### src/core/irq_params.svh
`ifndef IRQ_PARAMS_SVH
`define IRQ_PARAMS_SVH

// Register offsets on the host register port.
`define OFS_INTERRUPT_ENABLE    8'h90
`define OFS_INTERRUPT_STATUS    8'h92

// Bit positions in the enable and status registers; bit 0 is in the enable register only.
`define BIT_LINK_CHANGE         15
`define BIT_TX_DONE             14
`define BIT_RX_READY            13
`define BIT_RX_OVERRUN          11
`define BIT_TX_STOPPED          9
`define BIT_RX_STOPPED          8
`define BIT_TX_SPACE            6
`define BIT_WAKE_FRAME          5
`define BIT_WAKE_PACKET         4
`define BIT_LINKUP_WAKE         3
`define BIT_ENERGY_WAKE         2
`define BIT_DELAYED_ENERGY      0

// Writable enable bits: all but bit 1, which is read-only zero.
`define ENABLE_WRITE_MASK       16'hfffd
// Host write-one-to-clear status bits.
`define STATUS_W1C_MASK         16'h6b40
`define STATUS_W1C_MASK_LC      16'h8000
// Wake bits, cleared only through the power control register.
`define STATUS_WAKE_MASK        16'h003c

// Reset values.
`define RESET_ENABLE            16'h0000
`define RESET_STATUS            16'h0000

// One-hot wake clear codes written to power control bits 5..2.
`define WAKE_CLR_FRAME          4'h8
`define WAKE_CLR_PACKET         4'h4
`define WAKE_CLR_LINKUP         4'h2
`define WAKE_CLR_ENERGY         4'h1

`endif

### src/core/irq_pkg.sv
package irq_pkg;

    // Host access decode states.
    typedef enum logic [1:0] {
        acc_idle  = 2'b00,
        acc_write = 2'b01,
        acc_read  = 2'b11
    } access_state_t;

    typedef logic [15:0] reg16_t;

endpackage : irq_pkg

### src/core/flag_if.sv
`timescale 1ns/1ps

// Carries one sticky flag's set, clear and held value.
interface flag_if;
    logic set;
    logic clear;
    logic value;
    modport owner (input set, input clear, output value);
    modport user  (output set, output clear, input value);
endinterface : flag_if

### src/core/sticky_flag.sv
`timescale 1ns/1ps

// One edge-set status flag: a rising edge on the source sets it, and
// set beats clear in the same cycle so that no event is lost.
module sticky_flag (
    // Clock and reset.
    input  wire logic clock_in,
    input  wire logic nrst_in,
    // Raw event level.
    input  wire logic level_in,
    // Flag handshake.
    flag_if.owner     flag
);
    logic prev_level;
    logic held;

    // Edge detector history.
    always_ff @(posedge clock_in) begin
        if (!nrst_in) begin
            prev_level <= 1'b0;
        end else begin
            prev_level <= level_in;
        end
    end

    // Set on rising edge or pulse, clear only when no set arrives.
    always_ff @(posedge clock_in) begin
        if (!nrst_in) begin
            held <= 1'b0;
        end else if ((level_in && !prev_level) || flag.set) begin
            held <= 1'b1;
        end else if (flag.clear) begin
            held <= 1'b0;
        end
    end

    assign flag.value = held;

endmodule : sticky_flag

### src/core/interrupt_enable_status.sv
`timescale 1ns/1ps
`include "irq_params.svh"

module interrupt_enable_status (
    // Clock and reset.
    input  wire logic        clock_in,
    input  wire logic        nrst_in,
    // Host register port, 16-bit word access.
    input  wire logic [7:0]  reg_addr_in,
    input  wire logic        reg_wr_in,
    input  wire logic        reg_rd_in,
    input  wire logic [15:0] reg_wdata_in,
    output logic      [15:0] reg_rdata_out,
    output logic             reg_rvalid_out,
    // Event sources from queue, MAC, PHY and power logic.
    input  wire logic        link_up_in,
    input  wire logic        tx_done_in,
    input  wire logic        rx_ready_in,
    input  wire logic        rx_overrun_in,
    input  wire logic        tx_stopped_in,
    input  wire logic        rx_stopped_in,
    input  wire logic        tx_space_in,
    input  wire logic        wake_frame_in,
    input  wire logic        wake_packet_in,
    input  wire logic        linkup_wake_in,
    input  wire logic        energy_wake_in,
    input  wire logic        host_ready_in,
    // Power control wake clear write.
    input  wire logic        pm_clear_wr_in,
    input  wire logic [3:0]  pm_clear_code_in,
    // Interrupt pin, active low.
    output logic             irq_n_out
);

    // ----------------------------------------------------------------
    // Register port decode
    // ----------------------------------------------------------------

    irq_pkg::reg16_t        interrupt_enable;
    irq_pkg::reg16_t        status_word;
    irq_pkg::access_state_t access;
    logic                   hit_enable;
    logic                   hit_status;
    logic                   status_wr;
    logic [15:0]            w1c;

    assign hit_enable = (reg_addr_in == `OFS_INTERRUPT_ENABLE);
    assign hit_status = (reg_addr_in == `OFS_INTERRUPT_STATUS);
    assign status_wr  = reg_wr_in && hit_status;
    // Only documented W1C bits accept a one; zeros do nothing.
    assign w1c = status_wr ? (reg_wdata_in & (`STATUS_W1C_MASK
                 | `STATUS_W1C_MASK_LC)) : 16'h0000;

    // Access classification; registered but not used by the read data path.
    always_ff @(posedge clock_in) begin
        if (!nrst_in) begin
            access <= irq_pkg::acc_idle;
        end else if (reg_wr_in) begin
            access <= irq_pkg::acc_write;
        end else if (reg_rd_in) begin
            access <= irq_pkg::acc_read;
        end else begin
            access <= irq_pkg::acc_idle;
        end
    end

    // Enable register; bit 1 never stores a one.
    always_ff @(posedge clock_in) begin
        if (!nrst_in) begin
            interrupt_enable <= `RESET_ENABLE;
        end else if (reg_wr_in && hit_enable) begin
            interrupt_enable <= reg_wdata_in & `ENABLE_WRITE_MASK;
        end
    end

    // ----------------------------------------------------------------
    // Status flags
    // ----------------------------------------------------------------

    // Link change sets on either edge, so it uses its own history.
    logic link_prev;
    logic link_change_flag;

    always_ff @(posedge clock_in) begin
        if (!nrst_in) begin
            link_prev <= 1'b0;
        end else begin
            link_prev <= link_up_in;
        end
    end

    always_ff @(posedge clock_in) begin
        if (!nrst_in) begin
            link_change_flag <= 1'b0;
        end else if (link_up_in != link_prev) begin
            link_change_flag <= 1'b1;
        end else if (w1c[`BIT_LINK_CHANGE]) begin
            link_change_flag <= 1'b0;
        end
    end

    // Edge-set flags; index order matches src_levels below.
    localparam int NFLAG = 10;
    logic [NFLAG-1:0] src_levels;
    logic [NFLAG-1:0] flag_clear;
    logic [NFLAG-1:0] flag_value;

    assign src_levels = {tx_done_in, rx_ready_in, rx_overrun_in,
                         tx_stopped_in, rx_stopped_in, tx_space_in,
                         wake_frame_in, wake_packet_in, linkup_wake_in,
                         energy_wake_in};

    // Wake clear comes only from the power control code.
    logic pm_frame;
    logic pm_packet;
    logic pm_linkup;
    logic pm_energy;
    assign pm_frame  = pm_clear_wr_in
                       && (pm_clear_code_in == `WAKE_CLR_FRAME);
    assign pm_packet = pm_clear_wr_in
                       && (pm_clear_code_in == `WAKE_CLR_PACKET);
    assign pm_linkup = pm_clear_wr_in
                       && (pm_clear_code_in == `WAKE_CLR_LINKUP);
    assign pm_energy = pm_clear_wr_in
                       && (pm_clear_code_in == `WAKE_CLR_ENERGY);

    assign flag_clear = {w1c[`BIT_TX_DONE], w1c[`BIT_RX_READY],
                         w1c[`BIT_RX_OVERRUN], w1c[`BIT_TX_STOPPED],
                         w1c[`BIT_RX_STOPPED], w1c[`BIT_TX_SPACE],
                         pm_frame, pm_packet, pm_linkup, pm_energy};

    // Each instance keeps set-over-clear priority.
    for (genvar i = 0; i < NFLAG; i++) begin : g_flag
        flag_if fl ();
        assign fl.set   = 1'b0;
        assign fl.clear = flag_clear[i];
        assign flag_value[i] = fl.value;
        sticky_flag u_flag (
            .clock_in (clock_in),
            .nrst_in  (nrst_in),
            .level_in (src_levels[i]),
            .flag     (fl)
        );
    end

    // Assemble the status word; reserved bits stay zero.
    always_comb begin
        status_word = 16'h0000;
        status_word[`BIT_LINK_CHANGE] = link_change_flag;
        status_word[`BIT_TX_DONE]     = flag_value[9];
        status_word[`BIT_RX_READY]    = flag_value[8];
        status_word[`BIT_RX_OVERRUN]  = flag_value[7];
        status_word[`BIT_TX_STOPPED]  = flag_value[6];
        status_word[`BIT_RX_STOPPED]  = flag_value[5];
        status_word[`BIT_TX_SPACE]    = flag_value[4];
        status_word[`BIT_WAKE_FRAME]  = flag_value[3];
        status_word[`BIT_WAKE_PACKET] = flag_value[2];
        status_word[`BIT_LINKUP_WAKE] = flag_value[1];
        status_word[`BIT_ENERGY_WAKE] = flag_value[0];
    end

    // ----------------------------------------------------------------
    // Interrupt gating
    // ----------------------------------------------------------------

    // Energy wake may come through the plain or the delayed enable;
    // the delayed path waits until the host side is ready.
    logic energy_req;
    assign energy_req = status_word[`BIT_ENERGY_WAKE]
        && (interrupt_enable[`BIT_ENERGY_WAKE]
            || (interrupt_enable[`BIT_DELAYED_ENERGY]
                && host_ready_in));

    logic next_irq;
    assign next_irq =
        (status_word[`BIT_LINK_CHANGE]
         && interrupt_enable[`BIT_LINK_CHANGE])
        || (status_word[`BIT_TX_DONE]
            && interrupt_enable[`BIT_TX_DONE])
        || (status_word[`BIT_RX_READY]
            && interrupt_enable[`BIT_RX_READY])
        || (status_word[`BIT_RX_OVERRUN]
            && interrupt_enable[`BIT_RX_OVERRUN])
        || |(status_word[9:8] & interrupt_enable[9:8])
        || (status_word[`BIT_TX_SPACE]
            && interrupt_enable[`BIT_TX_SPACE])
        || |(status_word[5:4] & interrupt_enable[5:4])
        || (status_word[`BIT_LINKUP_WAKE]
            && interrupt_enable[`BIT_LINKUP_WAKE])
        || energy_req;

    // Registered so the pin never glitches; costs one cycle latency.
    always_ff @(posedge clock_in) begin
        if (!nrst_in) begin
            irq_n_out <= 1'b1;
        end else begin
            irq_n_out <= !next_irq;
        end
    end

    // ----------------------------------------------------------------
    // Read data
    // ----------------------------------------------------------------

    // Reads only sample; nothing here touches the flags.
    always_ff @(posedge clock_in) begin
        if (!nrst_in) begin
            reg_rdata_out  <= 16'h0000;
            reg_rvalid_out <= 1'b0;
        end else begin
            reg_rvalid_out <= reg_rd_in && !reg_wr_in;
            if (reg_rd_in && !reg_wr_in) begin
                case (1'b1)
                    hit_enable: reg_rdata_out <= interrupt_enable;
                    hit_status: reg_rdata_out <= status_word;
                    default:    reg_rdata_out <= 16'h0000;
                endcase
            end
        end
    end

endmodule : interrupt_enable_status

### config.mk
export PLATFORM = sky130hd
export DESIGN_NAME = interrupt_enable_status
export DESIGN_NICKNAME = d
export VERILOG_FILES = /design/src/core/irq_pkg.sv /design/src/core/flag_if.sv /design/src/core/sticky_flag.sv /design/src/core/interrupt_enable_status.sv
export VERILOG_INCLUDE_DIRS = /design/src /design/src/core
export SDC_FILE = /design/constraint.sdc
export NUM_CORES = 1
export LEC_CHECK = 0
export BUFFER_PORTS_ARGS = -buffer_cell sky130_fd_sc_hd__buf_2
export CELL_PAD_IN_SITES_DETAIL_PLACEMENT = 0
export CELL_PAD_IN_SITES_GLOBAL_PLACEMENT = 1
export CORE_UTILIZATION = 30
export CTS_CLUSTER_DIAMETER = 50
export DETAILED_ROUTE_END_ITERATION = 7
export PLACE_DENSITY_LB_ADDON = 0.08
export SLEW_MARGIN = 10
export SYNTH_ARGS = -nofsm -noshare
export SYNTH_HDL_FRONTEND = slang
export SYNTH_SLANG_ARGS = --single-unit
### constraint.sdc
create_clock -name clock_in -period 3.9 [get_ports clock_in]
set_input_delay 0.975 -clock clock_in [delete_from_list [all_inputs] [get_ports clock_in]]
set_output_delay 0.975 -clock clock_in [all_outputs]
set_load 0.01 [all_outputs]
==> impl_table.tex, run 1 <==
\begin{tabular}{lr}
\hline
Metric & Value \\
\hline
\multicolumn{2}{l}{\textbf{Status}} \\
\quad Run status & finished clean \\
\multicolumn{2}{l}{\textbf{Drt}} \\
\quad Routed Wire Length & 5.61 mm \\
\quad Post-detailed-route via-to-cell ratio & 4.68 \\
\quad Number of detailed-routing iterations run before antenna repair & 4 \\
\quad Residual DRC count & 0 \\
\quad First DRT Iteration DRCs & 84 \\
\quad Wire per inst & 14.7 um \\
\quad DRT antenna net count & 0 \\
\quad Number of vias after detailed routing & 1788 \\
\multicolumn{2}{l}{\textbf{Worst setup path}} \\
\quad Classification of the worst setup path & primary input to flip-flop \\
\quad Nature of the critical path endpoint & flip-flop \\
\quad CP startpoint kind & primary input \\
\quad Worst reg2reg setup slack & 2940 ps \\
\quad Top fanout value on the critical path & 11 \\
\quad Data arrival time of the critical path & 2770 ps \\
\quad Crit path required time & 4150 ps \\
\multicolumn{2}{l}{\textbf{Floorplan}} \\
\quad Number of I/O pins & 63 \\
\quad Effective utilization at floorplan & 30.9\% \\
\quad Site row count & 31 \\
\quad Area of the core region & 7250 um2 \\
\quad Overall die height & 88.4 um \\
\quad Area of the die & 7820 um2 \\
\quad Chip width & 88.4 um \\
\multicolumn{2}{l}{\textbf{Finish}} \\
\quad Inserted Diodes & 0 \\
\quad Post-route standard cell area excluding fillers & 2660 um2 \\
\quad Share of layout cells above drive strength 1 & 25.8\% \\
\quad Layout Nets & 327 \\
\quad Signed area change from the synthesized netlist to the final layout & 18.9\% \\
\multicolumn{2}{l}{\textbf{Clock tree}} \\
\quad Deepest clock path buffer count & 2 \\
\quad Post-CTS Hold Fix Bufs & 0 \\
\quad Resize count post-CTS & 0 \\
\quad \# Post-CTS Setup Buffers & 0 \\
\quad CTS tree & done \\
\quad CTS buffer count & 5 \\
\quad H-tree depth reported by CTS & 2 \\
\quad CTS root buffer & clkbuf\_8 \\
\quad Clock edge transition at the registers on the reported setup and hold paths & 90 ps \\
\quad CTS sink cnt & 54 \\
\quad Clock latency at the later pin of the worst-skew pair & 310 ps \\
\multicolumn{2}{l}{\textbf{Synth}} \\
\quad Synthesized net count & 274 \\
\quad Post-synthesis sequential area ratio & 48.3\% \\
\quad Number of register bits inferred by synthesis & 54 \\
\quad Per-instance average area after synthesis & 9.78 um2 \\
\quad Fraction of synthesis flops using an asynchronous set or reset pin & 0\% \\
\quad Most instantiated flip-flop cell in the synthesis netlist & dfxtp\_1 \\
\quad Largest area contributor in the netlist & dfxtp\_1 \\
\quad Number of distinct library cell variants in the gate-level netlist after synthesis & 28 \\
\quad Most area-consuming cells after synthesis & dfxtp\_1 (48\%), nand2\_1 (7.0\%), mux2i\_1 (6.7\%) \\
\quad Total standard cell area after synthesis & 2240 um2 \\
\quad Count leader, synth & dfxtp\_1 \\
\quad Count of mapped cells out of synthesis & 229 \\
\quad Number of enable-type register cells in the synthesized netlist & 0 \\
\quad Synth top area share & 48.3\% \\
\quad Commonest cells in the netlist & dfxtp\_1 (54), nand2\_1 (42), a21oi\_1 (16), mux2i\_1 (15) \\
\quad Synth warnings & 0 \\
\multicolumn{2}{l}{\textbf{STA}} \\
\quad Clock Skews & 6.27 ps \\
\quad Shortest period the worst path allows & 2520 ps \\
\quad Sum of negative setup slack & 0 ps \\
\quad Maximum operating frequency & 397 MHz \\
\quad Final Slew Violations & 0 \\
\quad Transition at the pin with the smallest max-transition slack & 773 ps \\
\quad Min Hold Slack & 463 ps \\
\quad Setup repair after global routing missed its margin & no \\
\quad Final cycle utilization of the critical path & 64.6\% \\
\quad Remaining max-slew budget at the tightest pin & 48.1\% \\
\quad Hold Fails Final Rpt & 0 \\
\quad Final Setup Violations & 0 \\
\multicolumn{2}{l}{\textbf{Global routing}} \\
\quad Vias in the first global route & 1711 \\
\quad Overall routing resource usage & 15.7\% \\
\quad Largest net degree at the start of global routing & 55 \\
\quad Global-route wire length before repair & 9.05 mm \\
\quad Number of antenna violations at the first check in global routing & 0 \\
\quad Total congestion overflow & 0 \\
\multicolumn{2}{l}{\textbf{Pwr}} \\
\quad Total Power Consumption & 983 uW \\
\quad Cell area power density & 369 nW/um2 \\
\quad Peak supply drop & 0.000146 V \\
\quad Leakage power & 1.15 nW \\
\multicolumn{2}{l}{\textbf{Place}} \\
\quad DPL Wire Length & 3.90 mm \\
\quad Input/output buffers & 60 \\
\quad Routability-driven placement congestion ratio & 0.658 \\
\quad Placed cell areas & 2570 um2 \\
\multicolumn{2}{l}{\textbf{Flow run}} \\
\quad Reported max-cap violation count & 0 \\
\multicolumn{2}{l}{\textbf{Hold path}} \\
\quad Path category of the worst min-delay check & flip-flop to flip-flop \\
\hline
\end{tabular}
[metal layers]
layer,vias to the layer above,track usage (%),part of all wire (%)
met5,-,0,0
met4,0,5.72,1.5
met2,36,24.6,45
met3,8,3.08,3.5
li1,923,-,-
met1,821,21.5,50
[per-stage QoR]
step | worst slack [ps] | utilization, % | std cells
after global routing | 1250 | 36.7 | 382
final | 1380 | 36.7 | 382
after CTS | 1360 | 36.7 | 382
after floorplan | 1890 | - | 229
after global placement | 1040 | 35.5 | 374
after detailed placement | 1030 | 35.5 | 374
[where the power goes]
part           total, mW  switching (mW)  leakage (nW)  internal [mW]
clock              0.322           0.179        0.0482          0.144
sequential         0.576         0.00969         0.441          0.567
combinational     0.0846          0.0486         0.664         0.0360
total              0.983           0.237          1.15          0.746
[critical path, stage by stage]
cell	delay [ps]
buf_2	100
nand4bb_1	580
nor4_4	850
a221o_1	260
[placed cells by master (no fill, tap or decap), drive strengths merged]
cell type  count
and4bb         1
nor4           3
nand4          4
clkinv         1
a221o         11
or3            1
a22oi          5
nor2b          1
a21oi         16
nand3b         1
inv            7
buf           62
mux2i         15
clkbuf         7
nand2b        12
nand2         42
conb           1
xnor2          1
dfxtp         54
o21ai          1
o41ai         11
nand4bb        1
and2          11
nand3          1
o211ai         1
and3          12
[registers in the layout, summed over array words and instances, names as in the netlist]
name and flops:
reg_rdata_out 15, link_change_flag 1, g_flag.u_flag.flag.value 10, link_prev 1, g_flag.u_flag.prev_level 10, interrupt_enable 15, irq_n_out 1, reg_rvalid_out 1
[cell type report]
cell class	count	area [um2]
Multi-Input combinational cell	152	1030
Inverter	7	26.3
Clock inverter	1	5.00
Fill cell	792	4590
Sequential cell	54	1080
Tap cell	99	124
Timing Repair Buffer	62	315
Clock buffer	7	86.3
[cell families after synthesis]
kind of cell / synth area share (%)
XOR/XNOR: 0.391
flip-flops: 48.3
AND/OR/NAND/NOR: 23.5
other: 0.167
buffers and inverters: 5.92
AO/OA/AOI/OAI: 15.0
multiplexers: 6.70
[worst paths after layout]
| path | startpoint | to | cells after the start |
|---|---|---|---|
| hold / removal | reg_rdata_out[10] | reg_rdata_out[10] | 2 |
| hold reg to reg | reg_rdata_out[10] | reg_rdata_out[10] | 2 |
| setup reg to reg | g_flag[5].u_flag.flag.value | irq_n_out | 3 |
| setup / recovery | reg_addr_in[5] | reg_rdata_out[14] | 4 |
(Power assumes the default switching activity.)
==> run 2, diff against run 1 <==
Clock period 3.9 ns to 2.6 ns, I/O delays scaled along.
==> impl_table.tex, run 2 (synthesized netlist as in run 1, its figures left out) <==
\begin{tabular}{lr}
\hline
Metric & Value \\
\hline
\multicolumn{2}{l}{\textbf{Status}} \\
\quad Run status & finished clean \\
\multicolumn{2}{l}{\textbf{Global routing}} \\
\quad Vias in the first global route & 1753 (+2.5\%) \\
\quad Number of antenna violations at the first check in global routing & 0 (unchanged) \\
\quad Total congestion overflow & 0 (unchanged) \\
\quad Largest net degree at the start of global routing & 55 (unchanged) \\
\quad Global-route wire length before repair & 9.04 mm (about the same) \\
\quad Overall routing resource usage & 15.6\% (-0.086 points) \\
\multicolumn{2}{l}{\textbf{Worst setup path}} \\
\quad Nature of the critical path endpoint & flip-flop \\
\quad CP startpoint kind & primary input \\
\quad Top fanout value on the critical path & 9 (-2) \\
\quad Classification of the worst setup path & primary input to flip-flop \\
\quad Crit path required time & 2850 ps (-1300 ps) \\
\quad Worst reg2reg setup slack & 1640 ps (-1300 ps) \\
\quad Data arrival time of the critical path & 2090 ps (-680 ps) \\
\quad Worst-case reg-to-reg path depth & 3 (unchanged) \\
\quad Endpoint of the worst-slack reg-to-reg timing path & irq\_n\_out \\
\quad FF-to-FF Start & interrupt\_enable[8] \\
\multicolumn{2}{l}{\textbf{STA}} \\
\quad Setup repair after global routing missed its margin & no \\
\quad Post-route setup slack & 766 ps (-614 ps) \\
\quad Clock Skews & 7.94 ps (+1.67 ps) \\
\quad Remaining max-slew budget at the tightest pin & 59.3\% (+11 points) \\
\quad Shortest period the worst path allows & 1830 ps \\
\quad Transition at the pin with the smallest max-transition slack & 611 ps (-162 ps) \\
\quad Sum of negative setup slack & 0 ps (unchanged) \\
\quad Final cycle utilization of the critical path & 70.5\% \\
\quad Maximum operating frequency & 545 MHz \\
\quad Final Slew Violations & 0 (unchanged) \\
\quad Hold Fails Final Rpt & 0 (unchanged) \\
\quad Final Setup Violations & 0 (unchanged) \\
\multicolumn{2}{l}{\textbf{Drt}} \\
\quad First DRT Iteration DRCs & 50 (-40\%) \\
\quad Residual DRC count & 0 (unchanged) \\
\quad DRT antenna net count & 0 (unchanged) \\
\quad Routed Wire Length & 5.59 mm (-0.37\%) \\
\quad Number of detailed-routing iterations run before antenna repair & 6 (+2) \\
\quad Wire per inst & 14.5 um (-1.2\%) \\
\quad Number of vias after detailed routing & 1824 (+2.0\%) \\
\quad Post-detailed-route via-to-cell ratio & 4.74 (+1.2\%) \\
\multicolumn{2}{l}{\textbf{Clock tree}} \\
\quad Post-CTS Hold Fix Bufs & 0 (unchanged) \\
\quad H-tree depth reported by CTS & 2 (unchanged) \\
\quad Resize count post-CTS & 0 (unchanged) \\
\quad Clock latency at the later pin of the worst-skew pair & 300 ps (about the same) \\
\quad Deepest clock path buffer count & 2 (unchanged) \\
\quad CTS tree & done \\
\quad CTS sink cnt & 54 (unchanged) \\
\quad Clock edge transition at the registers on the reported setup and hold paths & 90 ps (about the same) \\
\quad CTS root buffer & clkbuf\_8 \\
\quad \# Post-CTS Setup Buffers & 0 (unchanged) \\
\quad CTS buffer count & 5 (unchanged) \\
\multicolumn{2}{l}{\textbf{Finish}} \\
\quad Largest registers & interrupt\_enable x15, reg\_rdata\_out x15 \\
\quad Share of layout cells above drive strength 1 & 26.2\% (+0.43 points) \\
\quad FILL cells & 763 (-3.7\%) \\
\quad Post-route standard cell area excluding fillers & 2710 um2 (+1.9\%) \\
\quad Signed area change from the synthesized netlist to the final layout & 21.2\% \\
\quad Layout Nets & 330 (+0.92\%) \\
\quad Most frequent standard cell in the layout excluding fill and tap cells & buf\_2 \\
\quad Multi-input combinational cell area & 1030 um2 (unchanged) \\
\quad Inserted Diodes & 0 (unchanged) \\
\quad Commonest cells after routing, fill and taps aside & buf\_2 (60), dfxtp\_1 (54), nand2\_1 (42) \\
\quad Total area of sequential cells & 1080 um2 (unchanged) \\
\multicolumn{2}{l}{\textbf{Hold path}} \\
\quad Number of cells traversed by the worst hold path & 2 (unchanged) \\
\quad Hold path startpoint & reg\_rdata\_out[10] \\
\quad Hold endpoint & reg\_rdata\_out[10] \\
\quad Path category of the worst min-delay check & flip-flop to flip-flop \\
\multicolumn{2}{l}{\textbf{Floorplan}} \\
\quad Overall die height & 88.4 um (unchanged) \\
\quad Site row count & 31 (unchanged) \\
\quad Area of the die & 7820 um2 (unchanged) \\
\quad Chip width & 88.4 um (unchanged) \\
\quad Number of I/O pins & 63 (unchanged) \\
\quad Effective utilization at floorplan & 30.9\% (unchanged) \\
\quad Area of the core region & 7250 um2 (unchanged) \\
\multicolumn{2}{l}{\textbf{Pwr}} \\
\quad Cell area power density & 573 nW/um2 (+55\%) \\
\quad Peak supply drop & 0.000265 V (+82\%) \\
\quad Leakage power & 1.18 nW (+2.1\%) \\
\multicolumn{2}{l}{\textbf{Place}} \\
\quad DPL Wire Length & 3.97 mm (+1.8\%) \\
\quad Place WS & 426 ps (-608 ps) \\
\quad Placed cell areas & 2610 um2 (+1.4\%) \\
\quad Input/output buffers & 60 (unchanged) \\
\quad Routability-driven placement congestion ratio & 0.689 (+4.6\%) \\
\multicolumn{2}{l}{\textbf{Flow run}} \\
\quad Reported max-cap violation count & 0 (unchanged) \\
\hline
\end{tabular}
run 2: worst max-delay path by stage:
stage	from	endpoint	slack, ps	cells past startpoint
3_3_place_gp	reg_addr_in[5]	g_flag[4].u_flag.flag.value	440	5
2_1_floorplan	reg_addr_in[3]	interrupt_enable[10]	910	5
4_1_cts	reg_addr_in[3]	reg_rdata_out[5]	750	5
5_1_grt	reg_addr_in[3]	reg_rdata_out[5]	660	5
6_report	reg_addr_in[3]	reg_rdata_out[5]	770	5
3_5_place_dp	reg_addr_in[3]	reg_rdata_out[5]	430	5
run 2: worst max-delay path, cell delays in order:
cell and delay, ps:
buf_2 120, or3_1 570, nor4_4 350, buf_4 250
a221o_1 150
run 2: final cells by class:
class	count	area share, %
repair buffers	65	12.9
clock inverters	1	1.11
clock buffers	7	2.81
well taps	99	4.56
flip-flops and latches	54	39.8
inverters	7	0.968
multi-input cells	152	37.8
run 2: per-layer routing:
layer | vias up | global-route usage (%) | wire length (um)
met5 | - | 0 | 0
met4 | 0 | 4.40 | 53
met3 | 5 | 3.17 | 188
met2 | 32 | 25.2 | 2490
met1 | 865 | 21.2 | 2860
li1 | 922 | - | -
run 2: where the power goes:
group          switching [mW]  internal [mW]  leakage, nW
sequential             0.0140          0.850        0.441
combinational          0.0730         0.0567        0.684
clock                   0.271          0.289       0.0524
total                   0.358           1.20         1.18
run 2: metrics by stage:
stage	utilization [%]	std cells	hold slack [ps]	total power, mW
4_1_cts	37.4	385	464	1.58
6_report	37.4	385	460	1.55
3_5_place_dp	35.9	377	450	1.02
3_3_place_gp	35.9	377	447	1.02
5_1_grt	37.4	385	480	1.61
2_1_floorplan	-	229	435	0.949
